===== config.mk =====
export PLATFORM = sky130hd
export DESIGN_NAME = compare_output_switch
export DESIGN_NICKNAME = d
export VERILOG_FILES = /design/src/core/cmp_pkg.sv /design/src/core/cmp_if.sv /design/src/core/compare_output_switch.sv /design/src/core/cmp_eval.sv
export SDC_FILE = /design/constraint.sdc
export NUM_CORES = 1
export LEC_CHECK = 0
export BUFFER_PORTS_ARGS = -buffer_cell sky130_fd_sc_hd__buf_2
export CELL_PAD_IN_SITES_DETAIL_PLACEMENT = 0
export CELL_PAD_IN_SITES_GLOBAL_PLACEMENT = 1
export CORE_ASPECT_RATIO = 1.5
export CORE_MARGIN = 1
export CORE_UTILIZATION = 48
export DETAILED_ROUTE_END_ITERATION = 8
export PLACE_DENSITY = 0.84
export SLEW_MARGIN = 20
export SYNTH_ARGS = -nofsm -noshare
export SYNTH_HDL_FRONTEND = slang
export SYNTH_HIERARCHICAL = 1
export SYNTH_SLANG_ARGS = --single-unit

===== constraint.sdc =====
create_clock -name clk_sys -period 6 [get_ports clk_sys]
set_input_delay 0.9 -clock clk_sys [delete_from_list [all_inputs] [get_ports clk_sys]]
set_output_delay 0.9 -clock clk_sys [all_outputs]
set_load 0.005 [all_outputs]

===== src/core/cmp_pkg.sv =====
// Constants, register map and mode codes of the compare output switch.
package cmp_pkg;

    // Register byte offsets.
    localparam logic [7:0] OFS_CTRL      = 8'h00;
    localparam logic [7:0] OFS_CMP0      = 8'h04;
    localparam logic [7:0] OFS_CMP1      = 8'h08;
    localparam logic [7:0] OFS_PULSE_LEN = 8'h0C;
    localparam logic [7:0] OFS_STATUS    = 8'h10;
    localparam logic [7:0] OFS_POS_MAX   = 8'h14;
    localparam logic [7:0] OFS_LOW_LIM   = 8'h18;
    localparam logic [7:0] OFS_HIGH_LIM  = 8'h1C;

    // Control register field positions.
    localparam int CTRL_OWN_LSB  = 0;
    localparam int CTRL_SET_LSB  = 2;
    localparam int CTRL_REF_LSB  = 4;
    localparam int CTRL_MODE0_LSB = 8;
    localparam int CTRL_MODE1_LSB = 12;
    localparam int CTRL_DIR_LSB  = 16;

    // Status register field positions.
    localparam int STAT_OUT_LSB = 0;
    localparam int STAT_HIT_LSB = 2;

    // Values after reset.
    localparam logic [31:0] RST_CTRL      = 32'h0000_0000;
    localparam logic [31:0] RST_CMP       = 32'h0000_0000;
    localparam logic [15:0] RST_PULSE_LEN = 16'h0000;
    localparam logic [31:0] RST_POS_MAX   = 32'h0000_FFFF;
    localparam logic [31:0] RST_LOW_LIM   = 32'h8000_0000;
    localparam logic [31:0] RST_HIGH_LIM  = 32'h7FFF_FFFF;

    // Comparison events.
    typedef enum logic [2:0] {
        MODE_OFF       = 3'h0,
        MODE_UPPER     = 3'h1,
        MODE_LOWER     = 3'h2,
        MODE_WINDOW    = 3'h3,
        MODE_PULSE     = 3'h4,
        MODE_SET_UNTIL = 3'h5,
        MODE_OUTSIDE   = 3'h6
    } mode_e;

    // Comparison reference.
    typedef enum logic [1:0] {
        REF_COUNT = 2'h0,
        REF_POS   = 2'h1,
        REF_MEAS  = 2'h2
    } ref_e;

endpackage : cmp_pkg


===== src/core/cmp_if.sv =====
// Link between the channel core and one output evaluator.
`timescale 1ns/1ps
interface cmp_if;
    cmp_pkg::ref_e      ref_sel;
    cmp_pkg::mode_e     mode;
    logic               is_out_one;
    logic               dir_up_cfg;
    logic               set_bit;
    logic               step;
    logic               moving_up;
    logic               moving_dn;
    logic signed [31:0] ref_now;
    logic signed [31:0] ref_prev;
    logic signed [31:0] cmp;
    logic signed [31:0] cmp0;
    logic signed [31:0] cmp1;
    logic signed [31:0] low_lim;
    logic signed [31:0] high_lim;
    logic signed [31:0] pos_max;
    logic [15:0]        pulse_len;
    logic               fn_level;
    logic               match;

    modport ctrl (
        output ref_sel, mode, is_out_one, dir_up_cfg, set_bit, step,
        output moving_up, moving_dn, ref_now, ref_prev, cmp, cmp0, cmp1,
        output low_lim, high_lim, pos_max, pulse_len,
        input  fn_level, match
    );
    modport eval (
        input  ref_sel, mode, is_out_one, dir_up_cfg, set_bit, step,
        input  moving_up, moving_dn, ref_now, ref_prev, cmp, cmp0, cmp1,
        input  low_lim, high_lim, pos_max, pulse_len,
        output fn_level, match
    );
endinterface : cmp_if


===== src/core/compare_output_switch.sv =====
// Compare unit of one counting channel with a Wishbone register file.
`timescale 1ns/1ps
module compare_output_switch (
    // Clock and reset
    input  wire logic        clk_sys,
    input  wire logic        nrst,
    // Wishbone slave
    input  wire logic        wb_cyc_i,
    input  wire logic        wb_stb_i,
    input  wire logic        wb_we_i,
    input  wire logic [7:0]  wb_adr_i,
    input  wire logic [3:0]  wb_sel_i,
    input  wire logic [31:0] wb_dat_i,
    output logic      [31:0] wb_dat_o,
    output logic             wb_ack_o,
    // Reference values from the counting logic
    input  wire logic [31:0] count_value,
    input  wire logic        count_pulse,
    input  wire logic        count_up,
    input  wire logic [31:0] pos_value,
    input  wire logic        pos_update,
    input  wire logic [31:0] meas_value,
    // Digital outputs and feedback
    output logic             switch_out_zero,
    output logic             switch_out_one,
    output logic      [1:0]  out_state_flag,
    output logic      [1:0]  compare_hit_flag
);

    logic [31:0] ctrl_q;
    logic [31:0] cmp_q [2];
    logic [15:0] pulse_len_q;
    logic [31:0] pos_max_q;
    logic [31:0] low_lim_q;
    logic [31:0] high_lim_q;
    logic [31:0] pos_prev_q;
    logic [1:0]  out_q;
    logic [1:0]  hit_q;
    logic [1:0]  hit_clr;
    logic [31:0] rd_d;
    logic [31:0] pulse_wr;
    logic        bus_req;
    logic        wr_en;

    cmp_pkg::ref_e      ref_sel;
    logic signed [31:0] ref_now;
    logic signed [31:0] ref_prev;
    logic               step;
    logic               moving_up;
    logic               moving_dn;

    function automatic logic [31:0] merge(
        input logic [31:0] old_v,
        input logic [31:0] new_v,
        input logic [3:0]  sel
    );
        logic [31:0] r;
        r = old_v;
        for (int b = 0; b < 4; b++)
        begin
            if (sel[b])
            begin
                r[b*8 +: 8] = new_v[b*8 +: 8];
            end
        end
        return r;
    endfunction : merge

    // One-cycle acknowledge; ack drops in the cycle after it is given.
    assign bus_req = wb_cyc_i && wb_stb_i && !wb_ack_o;
    assign wr_en   = bus_req && wb_we_i;
    // Only lanes 0 and 1 reach the 16-bit pulse length.
    assign pulse_wr = merge({16'h0000, pulse_len_q}, wb_dat_i, wb_sel_i);

    always_ff @(posedge clk_sys or negedge nrst)
    begin
        if (!nrst)
        begin
            wb_ack_o <= 1'b0;
            wb_dat_o <= 32'h0000_0000;
        end
        else
        begin
            wb_ack_o <= bus_req;
            if (bus_req && !wb_we_i)
            begin
                wb_dat_o <= rd_d;
            end
        end
    end

    always_comb
    begin
        case (wb_adr_i)
            cmp_pkg::OFS_CTRL:      rd_d = ctrl_q;
            cmp_pkg::OFS_CMP0:      rd_d = cmp_q[0];
            cmp_pkg::OFS_CMP1:      rd_d = cmp_q[1];
            cmp_pkg::OFS_PULSE_LEN: rd_d = {16'h0000, pulse_len_q};
            cmp_pkg::OFS_STATUS:    rd_d = {28'h0000000, hit_q, out_q};
            cmp_pkg::OFS_POS_MAX:   rd_d = pos_max_q;
            cmp_pkg::OFS_LOW_LIM:   rd_d = low_lim_q;
            cmp_pkg::OFS_HIGH_LIM:  rd_d = high_lim_q;
            default:                rd_d = 32'h0000_0000;
        endcase
    end

    // Configuration; compare values may be rewritten at any time.
    always_ff @(posedge clk_sys or negedge nrst)
    begin
        if (!nrst)
        begin
            ctrl_q      <= cmp_pkg::RST_CTRL;
            cmp_q[0]    <= cmp_pkg::RST_CMP;
            cmp_q[1]    <= cmp_pkg::RST_CMP;
            pulse_len_q <= cmp_pkg::RST_PULSE_LEN;
            pos_max_q   <= cmp_pkg::RST_POS_MAX;
            low_lim_q   <= cmp_pkg::RST_LOW_LIM;
            high_lim_q  <= cmp_pkg::RST_HIGH_LIM;
        end
        else if (wr_en)
        begin
            case (wb_adr_i)
                cmp_pkg::OFS_CTRL:
                begin
                    ctrl_q <= merge(ctrl_q, wb_dat_i, wb_sel_i) &
                              32'h0003_773F;
                end
                cmp_pkg::OFS_CMP0:
                begin
                    cmp_q[0] <= merge(cmp_q[0], wb_dat_i, wb_sel_i);
                end
                cmp_pkg::OFS_CMP1:
                begin
                    cmp_q[1] <= merge(cmp_q[1], wb_dat_i, wb_sel_i);
                end
                cmp_pkg::OFS_PULSE_LEN:
                begin
                    pulse_len_q <= pulse_wr[15:0];
                end
                cmp_pkg::OFS_POS_MAX:
                begin
                    pos_max_q <= merge(pos_max_q, wb_dat_i, wb_sel_i);
                end
                cmp_pkg::OFS_LOW_LIM:
                begin
                    low_lim_q <= merge(low_lim_q, wb_dat_i, wb_sel_i);
                end
                cmp_pkg::OFS_HIGH_LIM:
                begin
                    high_lim_q <= merge(high_lim_q, wb_dat_i, wb_sel_i);
                end
                default:
                begin
                    ctrl_q <= ctrl_q;
                end
            endcase
        end
    end

    // Hit flags clear by writing one to the status register.
    assign hit_clr = (wr_en && (wb_adr_i == cmp_pkg::OFS_STATUS) &&
                      wb_sel_i[0]) ?
                     wb_dat_i[cmp_pkg::STAT_HIT_LSB +: 2] : 2'h0;

    // Reference selection and its step of movement.
    always_comb
    begin
        ref_sel = cmp_pkg::ref_e'(ctrl_q[cmp_pkg::CTRL_REF_LSB +: 2]);
        case (ref_sel)
            cmp_pkg::REF_POS:
            begin
                ref_now   = pos_value;
                ref_prev  = pos_prev_q;
                step      = pos_update;
                moving_up = $signed(pos_value) > $signed(pos_prev_q);
                moving_dn = $signed(pos_value) < $signed(pos_prev_q);
            end
            cmp_pkg::REF_MEAS:
            begin
                ref_now   = meas_value;
                ref_prev  = meas_value;
                step      = 1'b0;
                moving_up = 1'b0;
                moving_dn = 1'b0;
            end
            default:
            begin
                // A load changes the value without a pulse.
                ref_now   = count_value;
                ref_prev  = count_value;
                step      = count_pulse;
                moving_up = count_up;
                moving_dn = !count_up;
            end
        endcase
    end

    // Last position sample, for direction and crossing.
    always_ff @(posedge clk_sys or negedge nrst)
    begin
        if (!nrst)
        begin
            pos_prev_q <= 32'h0000_0000;
        end
        else if (pos_update)
        begin
            pos_prev_q <= pos_value;
        end
    end

    for (genvar i = 0; i < 2; i++)
    begin : g_out
        cmp_if lnk ();
        logic own;
        logic set_b;

        assign own   = ctrl_q[cmp_pkg::CTRL_OWN_LSB + i];
        assign set_b = ctrl_q[cmp_pkg::CTRL_SET_LSB + i];

        assign lnk.ref_sel    = ref_sel;
        assign lnk.mode       = cmp_pkg::mode_e'(
                                ctrl_q[cmp_pkg::CTRL_MODE0_LSB + 4*i +: 3]);
        assign lnk.is_out_one = (i == 1);
        assign lnk.dir_up_cfg = ctrl_q[cmp_pkg::CTRL_DIR_LSB + i];
        assign lnk.set_bit    = set_b;
        assign lnk.step       = step;
        assign lnk.moving_up  = moving_up;
        assign lnk.moving_dn  = moving_dn;
        assign lnk.ref_now    = ref_now;
        assign lnk.ref_prev   = ref_prev;
        assign lnk.cmp        = cmp_q[i];
        assign lnk.cmp0       = cmp_q[0];
        assign lnk.cmp1       = cmp_q[1];
        assign lnk.low_lim    = low_lim_q;
        assign lnk.high_lim   = high_lim_q;
        assign lnk.pos_max    = pos_max_q;
        assign lnk.pulse_len  = pulse_len_q;

        cmp_eval u_eval (
            .clk_sys (clk_sys),
            .nrst    (nrst),
            .lnk     (lnk.eval)
        );

        // Owner bit picks software or the compare function.
        always_ff @(posedge clk_sys or negedge nrst)
        begin
            if (!nrst)
            begin
                out_q[i] <= 1'b0;
            end
            else
            begin
                out_q[i] <= own ? lnk.fn_level : set_b;
            end
        end

        // A hit arriving with a clear is kept.
        always_ff @(posedge clk_sys or negedge nrst)
        begin
            if (!nrst)
            begin
                hit_q[i] <= 1'b0;
            end
            else if (lnk.match)
            begin
                hit_q[i] <= 1'b1;
            end
            else if (hit_clr[i])
            begin
                hit_q[i] <= 1'b0;
            end
        end
    end

    assign switch_out_zero  = out_q[0];
    assign switch_out_one   = out_q[1];
    assign out_state_flag   = out_q;
    assign compare_hit_flag = hit_q;

endmodule : compare_output_switch


===== src/core/cmp_eval.sv =====
// Comparison function of one output: ranges, pulse and set-until-match.
`timescale 1ns/1ps
module cmp_eval (
    // Clock and reset
    input  wire logic clk_sys,
    input  wire logic nrst,
    // Link to the channel core
    cmp_if.eval       lnk
);

    logic        reach;
    logic        dir_ok;
    logic        hit_raw;
    logic        in_upper;
    logic        in_lower;
    logic        in_win;
    logic        armed_q;
    logic        hold_q;
    logic        latch_q;
    logic        set_prev_q;
    logic        fn_q;
    logic        fn_d;
    logic [15:0] pulse_cnt_q;

    // All comparisons are signed.
    always_comb
    begin
        in_upper = 1'b0;
        in_lower = 1'b0;
        case (lnk.ref_sel)
            cmp_pkg::REF_COUNT:
            begin
                in_upper = (lnk.cmp <= lnk.ref_now) &&
                           (lnk.ref_now <= lnk.high_lim);
                in_lower = (lnk.low_lim <= lnk.ref_now) &&
                           (lnk.ref_now <= lnk.cmp);
            end
            cmp_pkg::REF_POS:
            begin
                in_upper = (lnk.cmp <= lnk.ref_now) &&
                           (lnk.ref_now <= lnk.pos_max);
                in_lower = (lnk.ref_now >= 32'sh0) &&
                           (lnk.ref_now <= lnk.cmp);
            end
            cmp_pkg::REF_MEAS:
            begin
                in_upper = lnk.ref_now >= lnk.cmp;
                in_lower = lnk.ref_now <= lnk.cmp;
            end
            default:
            begin
                in_upper = 1'b0;
                in_lower = 1'b0;
            end
        endcase
    end

    // Inclusive window, shared by all references.
    assign in_win = (lnk.cmp0 <= lnk.ref_now) && (lnk.ref_now <= lnk.cmp1);

    // A slow position sample may jump over the compare value, so a
    // crossing counts as reaching it.
    always_comb
    begin
        if (lnk.ref_sel == cmp_pkg::REF_POS)
        begin
            if (lnk.dir_up_cfg)
            begin
                reach = (lnk.ref_prev < lnk.cmp) && (lnk.ref_now >= lnk.cmp);
            end
            else
            begin
                reach = (lnk.ref_prev > lnk.cmp) && (lnk.ref_now <= lnk.cmp);
            end
        end
        else
        begin
            reach = lnk.ref_now == lnk.cmp;
        end
    end

    assign dir_ok = lnk.dir_up_cfg ? lnk.moving_up : lnk.moving_dn;

    // Only a step of the reference can match, so a load never does.
    assign hit_raw = lnk.step && dir_ok && reach &&
                     (lnk.ref_sel != cmp_pkg::REF_MEAS) &&
                     ((lnk.mode == cmp_pkg::MODE_PULSE) ||
                      (lnk.mode == cmp_pkg::MODE_SET_UNTIL));
    assign lnk.match = hit_raw && armed_q;

    // Rearm once the reference has left the compare value.
    always_ff @(posedge clk_sys or negedge nrst)
    begin
        if (!nrst)
        begin
            armed_q <= 1'b1;
        end
        else if (hit_raw)
        begin
            armed_q <= 1'b0;
        end
        else if (lnk.ref_now != lnk.cmp)
        begin
            armed_q <= 1'b1;
        end
    end

    // Pulse duration in clock cycles.
    always_ff @(posedge clk_sys or negedge nrst)
    begin
        if (!nrst)
        begin
            pulse_cnt_q <= 16'h0000;
        end
        else if (lnk.mode != cmp_pkg::MODE_PULSE)
        begin
            pulse_cnt_q <= 16'h0000;
        end
        else if (lnk.match)
        begin
            pulse_cnt_q <= lnk.pulse_len;
        end
        else if (pulse_cnt_q != 16'h0000)
        begin
            pulse_cnt_q <= pulse_cnt_q - 16'h0001;
        end
    end

    // Zero duration holds the output until the next step.
    always_ff @(posedge clk_sys or negedge nrst)
    begin
        if (!nrst)
        begin
            hold_q <= 1'b0;
        end
        else if (lnk.mode != cmp_pkg::MODE_PULSE)
        begin
            hold_q <= 1'b0;
        end
        else if (lnk.match && (lnk.pulse_len == 16'h0000))
        begin
            hold_q <= 1'b1;
        end
        else if (lnk.step)
        begin
            hold_q <= 1'b0;
        end
    end

    // Set-until-match latch; a set edge in the matching cycle wins.
    always_ff @(posedge clk_sys or negedge nrst)
    begin
        if (!nrst)
        begin
            latch_q    <= 1'b0;
            set_prev_q <= 1'b0;
        end
        else
        begin
            set_prev_q <= lnk.set_bit;
            if (lnk.mode != cmp_pkg::MODE_SET_UNTIL || !lnk.set_bit)
            begin
                latch_q <= 1'b0;
            end
            else if (!set_prev_q)
            begin
                latch_q <= 1'b1;
            end
            else if (lnk.match)
            begin
                latch_q <= 1'b0;
            end
        end
    end

    always_comb
    begin
        case (lnk.mode)
            cmp_pkg::MODE_UPPER:     fn_d = in_upper;
            cmp_pkg::MODE_LOWER:     fn_d = in_lower;
            cmp_pkg::MODE_WINDOW:    fn_d = lnk.is_out_one && in_win;
            cmp_pkg::MODE_PULSE:     fn_d = (pulse_cnt_q != 16'h0000) ||
                                            hold_q;
            cmp_pkg::MODE_SET_UNTIL: fn_d = latch_q;
            cmp_pkg::MODE_OUTSIDE:   fn_d = lnk.is_out_one && !in_win &&
                                        (lnk.ref_sel == cmp_pkg::REF_MEAS);
            default:                 fn_d = 1'b0;
        endcase
    end

    // Level functions settle one cycle after the reference.
    always_ff @(posedge clk_sys or negedge nrst)
    begin
        if (!nrst)
        begin
            fn_q <= 1'b0;
        end
        else
        begin
            fn_q <= fn_d;
        end
    end

    assign lnk.fn_level = (lnk.mode == cmp_pkg::MODE_PULSE) ? fn_d : fn_q;

endmodule : cmp_eval


==> results.py, run 1 <==
metrics = {
    "clock_network": {
        "clockBufferDepth": 3,
        "cts_max_level": 2,
        "insertion_delay_ns": 0.57,
        "clock-sinks": 301,
        "postCtsSetupRepairBufs": 0,
        "ctsHoldBuffers": 0,
        "cts_tree": "done",
        "clk_pin_slew_ns": 0.06,
        "numCtsBuffers": 34,
        "root_buffer": "clkbuf_16",
        "cts_resized": 0,
    },
    "critical_path": {
        "crit_path_start_kind": "flip-flop",
        "crit_slowest_cell": "clkinv_1",
        "endpoint_kind": "flip-flop",
        "cp_common_cell": "a21oi_1",
        "critPathMaxStageDelay_ns": 0.73,
        "critPathCapture": "switch_out_one$_DFF_PN0_",
        "rr_startpoint": "ctrl_q[4]$_DFFE_PN0P_",
        "path_max_fanout": 26,
        "cp.arrival_ns": 6.10,
        "crit_type": "reg -> reg",
        "rr_worst_depth": 20,
        "crit_chain": "inv_1 -> ha_1 -> clkinv_1 -> buf_4 -> nor2_1 -> a21oi_1 -> buf_4 -> inv_1 -> ha_1 -> a21o_1 -> a21o_1 -> a21oi_1 -> o211ai_1 -> a211oi_1 -> nand3_1 -> mux2_2 -> nand2_1 -> a21oi_1 -> o21ai_0 -> mux2_2",
        "r2r_end": "switch_out_one$_DFF_PN0_",
        "startpoint": "ctrl_q[4]$_DFFE_PN0P_",
        "cp.required_ns": 6.50,
        "rrSetupSlack_ns": 0.40,
    },
    "routing": {
        "wl_per_cell_um": 26.64,
        "viasPerCell": 6.208,
        "drc": 0,
        "drtIter0Drc": 1709,
        "vias": 23860,
        "drt-total-wl_mm": 102.4,
        "first_pass_iters": 7,
        "antenna_left": 0,
    },
    "logic_synthesis": {
        "seq_area_frac_synth": 0.2853,
        "ys_top_cells_by_count": "484 x ha_1, 373 x inv_1, 269 x a21oi_1",
        "synth_seq_cells": 301,
        "netlist_top_cells_area": "dfrtp_1 24%, ha_1 23%, mux2_2 8.0%",
        "yosys_warnings": 6,
        "yosys_most_used_dff": "dfrtp_1",
        "yosysUniqueCellTypes": 96,
        "synth_edf_count": 0,
        "syn_area_per_cell_um2": 9.139,
        "async_reset_ff_frac": 1.000,
        "synthCells": 2913,
        "synth.top_cell.area_share": 0.2359,
        "syn_area_mm2": 0.02662,
        "yosysMostFrequentCell": "ha_1",
        "synth_top_area_cell": "dfrtp_1",
    },
    "outcome": {
        "status": "complete, no violations",
    },
    "placed_design": {
        "dp_hpwl_mm": 81.79,
        "io_buffers": 186,
        "gp_congestion": 1.072,
        "dp_cells": 3781,
    },
    "floorplanning": {
        "start_util": 0.4859,
        "dieHeight_um": 290.4,
        "coreArea_mm2": 0.05478,
        "dieArea_mm2": 0.05643,
        "die_x_um": 194.3,
        "rows": 105,
        "pin_count": 187,
    },
    "timing": {
        "max_freq_mhz": 178.5,
        "rsz0062_at_grt": "false",
        "period_share": 0.9338,
        "hold_viol_final": 0,
        "slew_violations": 0,
        "worst_pin_slew_ns": 1.156,
        "setup_violations": 0,
        "tns_ns": 0,
        "relSlewSlack": 0.2274,
        "final.min_clock_period_ns": 5.603,
        "fin_skew_ns": 0.02542,
    },
    "global_route": {
        "grt_max_degree": 153,
        "grt_pass1_wl_mm": 152.2,
        "antenna_found_initial": 1,
        "grt_pass1_vias": 24680,
        "overflow": 0,
        "grt_use_total": 0.3615,
    },
    "final_layout": {
        "stdcell_count": 3844,
        "nNetsFinal": 3754,
        "regArea_mm2": 0.007595,
        "n_fill_cell": 5092,
        "syn2layout_area_growth_pct": 11.66,
        "multi_input_area_mm2": 0.01726,
        "drive_above_1_share": 0.1960,
    },
    "power": {
        "p_leak_nw": 14.40,
        "power.density_mw_per_mm2": 175.1,
        "irDropWorstVdd_mv": 0.2108,
    },
    "worst_hold_path": {
        "hold_class": "in -> async",
    },
    "run": {
        "max_cap_viol_count": 0,
    },
}
## sequential cells by signal, indices dropped and copies added (netlist names), 2 cells and up
register                  count
g_out.lnk.cmp1               32
g_out.lnk.cmp                32
g_out.lnk.high_lim           32
g_out.lnk.low_lim            32
g_out.lnk.pos_max            32
g_out.u_eval/pulse_cnt_q     32
pos_prev_q                   32
wb_dat_o                     32
g_out.lnk.pulse_len          16
ctrl_q                       14
compare_hit_flag              2
g_out.u_eval/armed_q          2
g_out.u_eval/fn_q             2
g_out.u_eval/hold_q           2
g_out.u_eval/latch_q          2
g_out.u_eval/set_prev_q       2
## through the flow
step / setup slack, ns / total power, W / instance area [um2] / hold WS [ns] / util
finish: 0.3973 / 0.005206 / 29720 / 0.3698 / 0.5426
global route: 0.2848 / 0.005412 / 29720 / 0.4147 / 0.5425
CTS: 0.5096 / 0.005234 / 29720 / 0.3722 / 0.5425
detailed placement: 0.5389 / 0.002939 / 28510 / 0.4071 / 0.5205
global placement: 0.5835 / 0.002908 / 28510 / 0.3983 / 0.5204
floorplan: 1.088 / 0.002589 / 26620 / 0.3916 / -
## how the worst min path moves through the flow
stage / from / to / slack [ns] / cells after the start
after floorplan: g_out[1].u_eval/set_prev_q$_DFF_PN0_ / g_out[1].u_eval/latch_q$_DFFE_PN0P_ / 0.39 / 1
after global placement: g_out[0].u_eval/set_prev_q$_DFF_PN0_ / g_out[0].u_eval/latch_q$_DFFE_PN0P_ / 0.40 / 1
after detailed placement: g_out[0].u_eval/set_prev_q$_DFF_PN0_ / g_out[0].u_eval/latch_q$_DFFE_PN0P_ / 0.41 / 1
after CTS: nrst / pos_prev_q[6]$_DFFE_PN0P_ / 0.37 / 1
after global routing: nrst / g_out[0].lnk.cmp1[11]$_DFFE_PN0P_ / 0.41 / 1
final: nrst / g_out[0].lnk.cmp1[10]$_DFFE_PN0P_ / 0.37 / 1
## logic make-up (layout without fill, tap and decap cells)
kind of cell    Yosys count  in the layout  synth area share
xor+xnor                 27             27          0.009165
simple gates            697            697            0.1342
mux                     233            233           0.09701
other cells               2              4         0.0002821
fa+ha+maj               484            484            0.2275
compound gates          724            724            0.1798
buf+inv                 445            679           0.06679
flops                   301            301            0.2853
## power breakdown
group          internal (W)  leakage (nW)  switching, W
Sequential          0.00206          3.95     0.0000293
Combinational      0.000306          9.86      0.000525
Clock               0.00132         0.588      0.000961
Total               0.00369          14.4       0.00152
## layout make-up
cell class,count,share of cell area
multi-input combinational,2168,0.5808
sequential,301,0.2555
inverter,374,0.04723
timing repair buffer,243,0.04647
clock buffer,42,0.03203
tap,695,0.02926
clock inverter,20,0.008587
antenna,1,0.00008419
## worst max-delay path: cells and delay by family (launching register included)
family / cells / cell delay, ns
flip-flops: 1 / 0.35
multiplexers: 2 / 0.58
buffers and inverters: 5 / 1.55
AO/OA/AOI/OAI: 8 / 2.06
AND/OR/NAND/NOR: 3 / 0.40
adder cells (fa/ha/maj): 2 / 0.57
## metal layers
metal / track usage / wire, um
met3: 0.05466 / 4855
met1: 0.3665 / 35940
met2: 0.6445 / 51370
met5: 0 / 0
met4: 0.3171 / 10250
## placed cells by master, fill, tap and decap left out, drive strengths merged, types with 6 or more instances in the layout
cell type	count
nor4	24
nand4	104
a22o	8
o211ai	14
buf	243
a2111oi	8
o21a	15
o22ai	6
a22oi	43
clkinv	10
or2	9
nor2	145
o221ai	7
and3	8
a21oi	271
mux2i	36
nor2b	31
ha	484
a221oi	18
o21ai	106
and2	10
a221o	6
mux2	197
inv	377
a21o	147
a211oi	13
nand2b	10
nand3	31
nand2	242
nor3	28
xor2	17
dfstp	50
dfrtp	251
and4	12
xnor2	10
o31ai	6
or3	25
clkbuf	42
a222oi	19
No activity file was read; power rests on OpenSTA's default activity.
==> run 2: changes to the inputs <==
CTS_BUF_LIST = sky130_fd_sc_hd__clkbuf_4 sky130_fd_sc_hd__clkbuf_8   (was default)
CTS_CLUSTER_SIZE = 16   (was default)
PLACE_DENSITY = 0.85   (was 0.84)
SYNTH_HIERARCHICAL = default   (was 1)
==> run 2 against run 1 <==
Highest routed layer is now met5; final cell count shrank 20%; clock skew down 0.0076 ns; via count fell by 23%; hold slack got worse by 0.020 ns; combinational power fell by 40%; area after synthesis decreased by 23%; sequential power hardly changed; global-route usage shrank 2.2 points; sequential cell count did not move; non-clock buffer count down 42; core utilization is 0.75 points higher; critical path depth fell by 4.
==> results.py, run 2 <==
metrics = {
    "outcome": {
        "status": "complete, no violations",
    },
    "placed_design": {
        "io_buffers": 186,
        "gp_congestion": 0.9568,
        "dp_hpwl_mm": 57.96,
        "dp_cells": 2988,
    },
    "clock_network": {
        "numCtsBuffers": 49,
        "root_buffer": "clkbuf_8",
        "clockBufferDepth": 3,
        "insertion_delay_ns": 0.63,
        "cts_resized": 0,
        "clk_pin_slew_ns": 0.07,
        "ctsHoldBuffers": 0,
        "clock-sinks": 301,
        "cts_max_level": 2,
        "cts_tree": "done",
        "postCtsSetupRepairBufs": 0,
    },
    "final_layout": {
        "stdcell_count": 3082,
        "final_cell_mix": "329 x nand2_1, 260 x ha_1, 251 x dfrtp_1",
        "nNetsFinal": 2885,
        "syn2layout_area_growth_pct": 12.56,
        "fin_util": 0.5501,
        "n_fill_cell": 3887,
        "final_common_cell": "nand2_1",
        "drive_above_1_share": 0.1797,
    },
    "global_route": {
        "grt_use_total": 0.3399,
        "grt_max_degree": 112,
        "antenna_found_initial": 3,
        "grt_pass1_vias": 18530,
        "grt_pass1_wl_mm": 110.0,
        "overflow": 0,
    },
    "floorplanning": {
        "dieArea_mm2": 0.04374,
        "die_x_um": 171.1,
        "pin_count": 187,
        "coreArea_mm2": 0.04213,
        "rows": 92,
        "start_util": 0.4887,
        "dieHeight_um": 255.7,
    },
    "logic_synthesis": {
        "yosysUniqueCellTypes": 84,
        "netlist_top_cells_area": "dfrtp_1 31%, ha_1 16%, dfstp_2 6.4%",
        "synth_edf_count": 0,
        "syn_area_per_cell_um2": 8.921,
        "seq_area_frac_synth": 0.3689,
        "yosys_warnings": 0,
        "synth.top_cell.area_share": 0.3051,
        "yosysMostFrequentCell": "nand2_1",
        "yosys_most_used_dff": "dfrtp_1",
        "synth_nets": 2718,
        "synth_seq_cells": 301,
        "synthCells": 2308,
        "ys_top_cells_by_count": "329 x nand2_1, 262 x ha_1, 251 x dfrtp_1",
        "synth_top_area_cell": "dfrtp_1",
        "async_reset_ff_frac": 1.000,
        "syn_area_mm2": 0.02059,
    },
    "critical_path": {
        "crit_type": "reg -> reg",
        "crit_path_start_kind": "flip-flop",
        "startpoint": "ctrl_q[4]$_DFFE_PN0P_",
        "endpoint_kind": "flip-flop",
        "cp.arrival_ns": 5.82,
        "rr_startpoint": "ctrl_q[4]$_DFFE_PN0P_",
        "cp.required_ns": 6.51,
        "path_max_fanout": 38,
    },
    "timing": {
        "slew_violations": 0,
        "tns_ns": 0,
        "fin_skew_ns": 0.01784,
        "max_freq_mhz": 188.2,
        "setup_violations": 0,
        "period_share": 0.8856,
        "worst_pin_slew_ns": 1.125,
        "rsz0062_at_grt": "false",
        "relSlewSlack": 0.2486,
        "whs_ns": 0.3499,
        "hold_viol_final": 0,
        "final.min_clock_period_ns": 5.314,
    },
    "routing": {
        "first_pass_iters": 5,
        "drc": 0,
        "drtIter0Drc": 1494,
        "drt-total-wl_mm": 73.69,
        "antenna_left": 0,
        "wl_per_cell_um": 23.91,
        "viasPerCell": 5.971,
        "vias": 18400,
    },
    "worst_hold_path": {
        "hold_class": "in -> async",
    },
    "power": {
        "power.density_mw_per_mm2": 199.6,
        "irDropWorstVdd_mv": 0.1799,
        "p_leak_nw": 11.80,
    },
    "run": {
        "max_cap_viol_count": 0,
    },
}
==> run 2: path summary, 6_finish.rpt <==
| path | slack [ns] | depth (start not counted) | to |
|---|---|---|---|
| setup / recovery | 0.69 | 16 | g_out[1].u_eval.pulse_cnt_q[5]$_DFFE_PN0P_ |
| hold / removal | 0.35 | 1 | pos_prev_q[7]$_DFFE_PN0P_ |
| setup reg to reg | 0.69 | 16 | g_out[1].u_eval.pulse_cnt_q[5]$_DFFE_PN0P_ |
| hold reg to reg | 0.42 | 1 | g_out[1].u_eval.latch_q$_DFFE_PN0P_ |
| max in group asynchronous | 4.25 | 2 | g_out[0].lnk.pulse_len[12]$_DFFE_PN0P_ |
| min in group clk_sys | 0.42 | 1 | g_out[1].u_eval.latch_q$_DFFE_PN0P_ |
==> run 2: per-stage QoR <==
stage,setup slack (ns),power (W),area (um2)
3_3_place_gp,1.061,0.002606,22040
3_5_place_dp,0.8189,0.002620,22040
2_1_floorplan,1.739,0.002376,20590
4_1_cts,0.8346,0.004657,23170
6_report,0.6865,0.004627,23180
5_1_grt,0.4309,0.004804,23170
==> run 2: worst max-delay path, cell delays in order (launching register included) <==
cell	delay [ns]
dfrtp_1	0.41
inv_1	0.11
ha_2	0.76
buf_4	0.42
nor2_1	0.11
a21oi_1	0.51
ha_1	0.37
a21oi_1	0.15
o21ai_0	0.24
a221o_1	0.39
o31a_1	0.32
a211oi_2	0.35
mux2i_1	0.30
o2111ai_2	0.16
buf_4	0.28
mux2i_1	0.22
nor2_1	0.05
==> run 2: power breakdown <==
part           switching, W  leakage [nW]  internal, W
clock network      0.000911         0.592      0.00113
logic              0.000333          7.68     0.000163
registers         0.0000240          3.53      0.00207
==> run 2: final cells by class <==
class	count	area [um2]	area share
diodes	2	5.005	0.0002159
clock buffers	79	1012	0.04368
clock inverters	13	120.1	0.005183
inverters	218	818.3	0.03531
multi-input cells	1704	11850	0.5115
flip-flops and latches	301	7595	0.3277
well taps	564	705.7	0.03045
repair buffers	201	1066	0.04600
==> run 2: kinds of logic after synthesis <==
kind of cell,Yosys count,synth area share
fa+ha+maj,262,0.1592
buf+inv,303,0.05755
mux,81,0.04308
simple gates,652,0.1471
flops,301,0.3689
xor+xnor,26,0.01106
compound gates,683,0.2131
==> run 2: routing by layer <==
metal  part of all wire  wire [um]  vias to the layer above  track usage
li1                   -          -                     8641            -
met1               0.34      25270                     8752       0.3461
met2               0.51      37670                      712       0.6022
met3              0.050       3676                      297      0.04809
met4              0.096       7055                        2       0.2904
met5            0.00020         15                        -            0
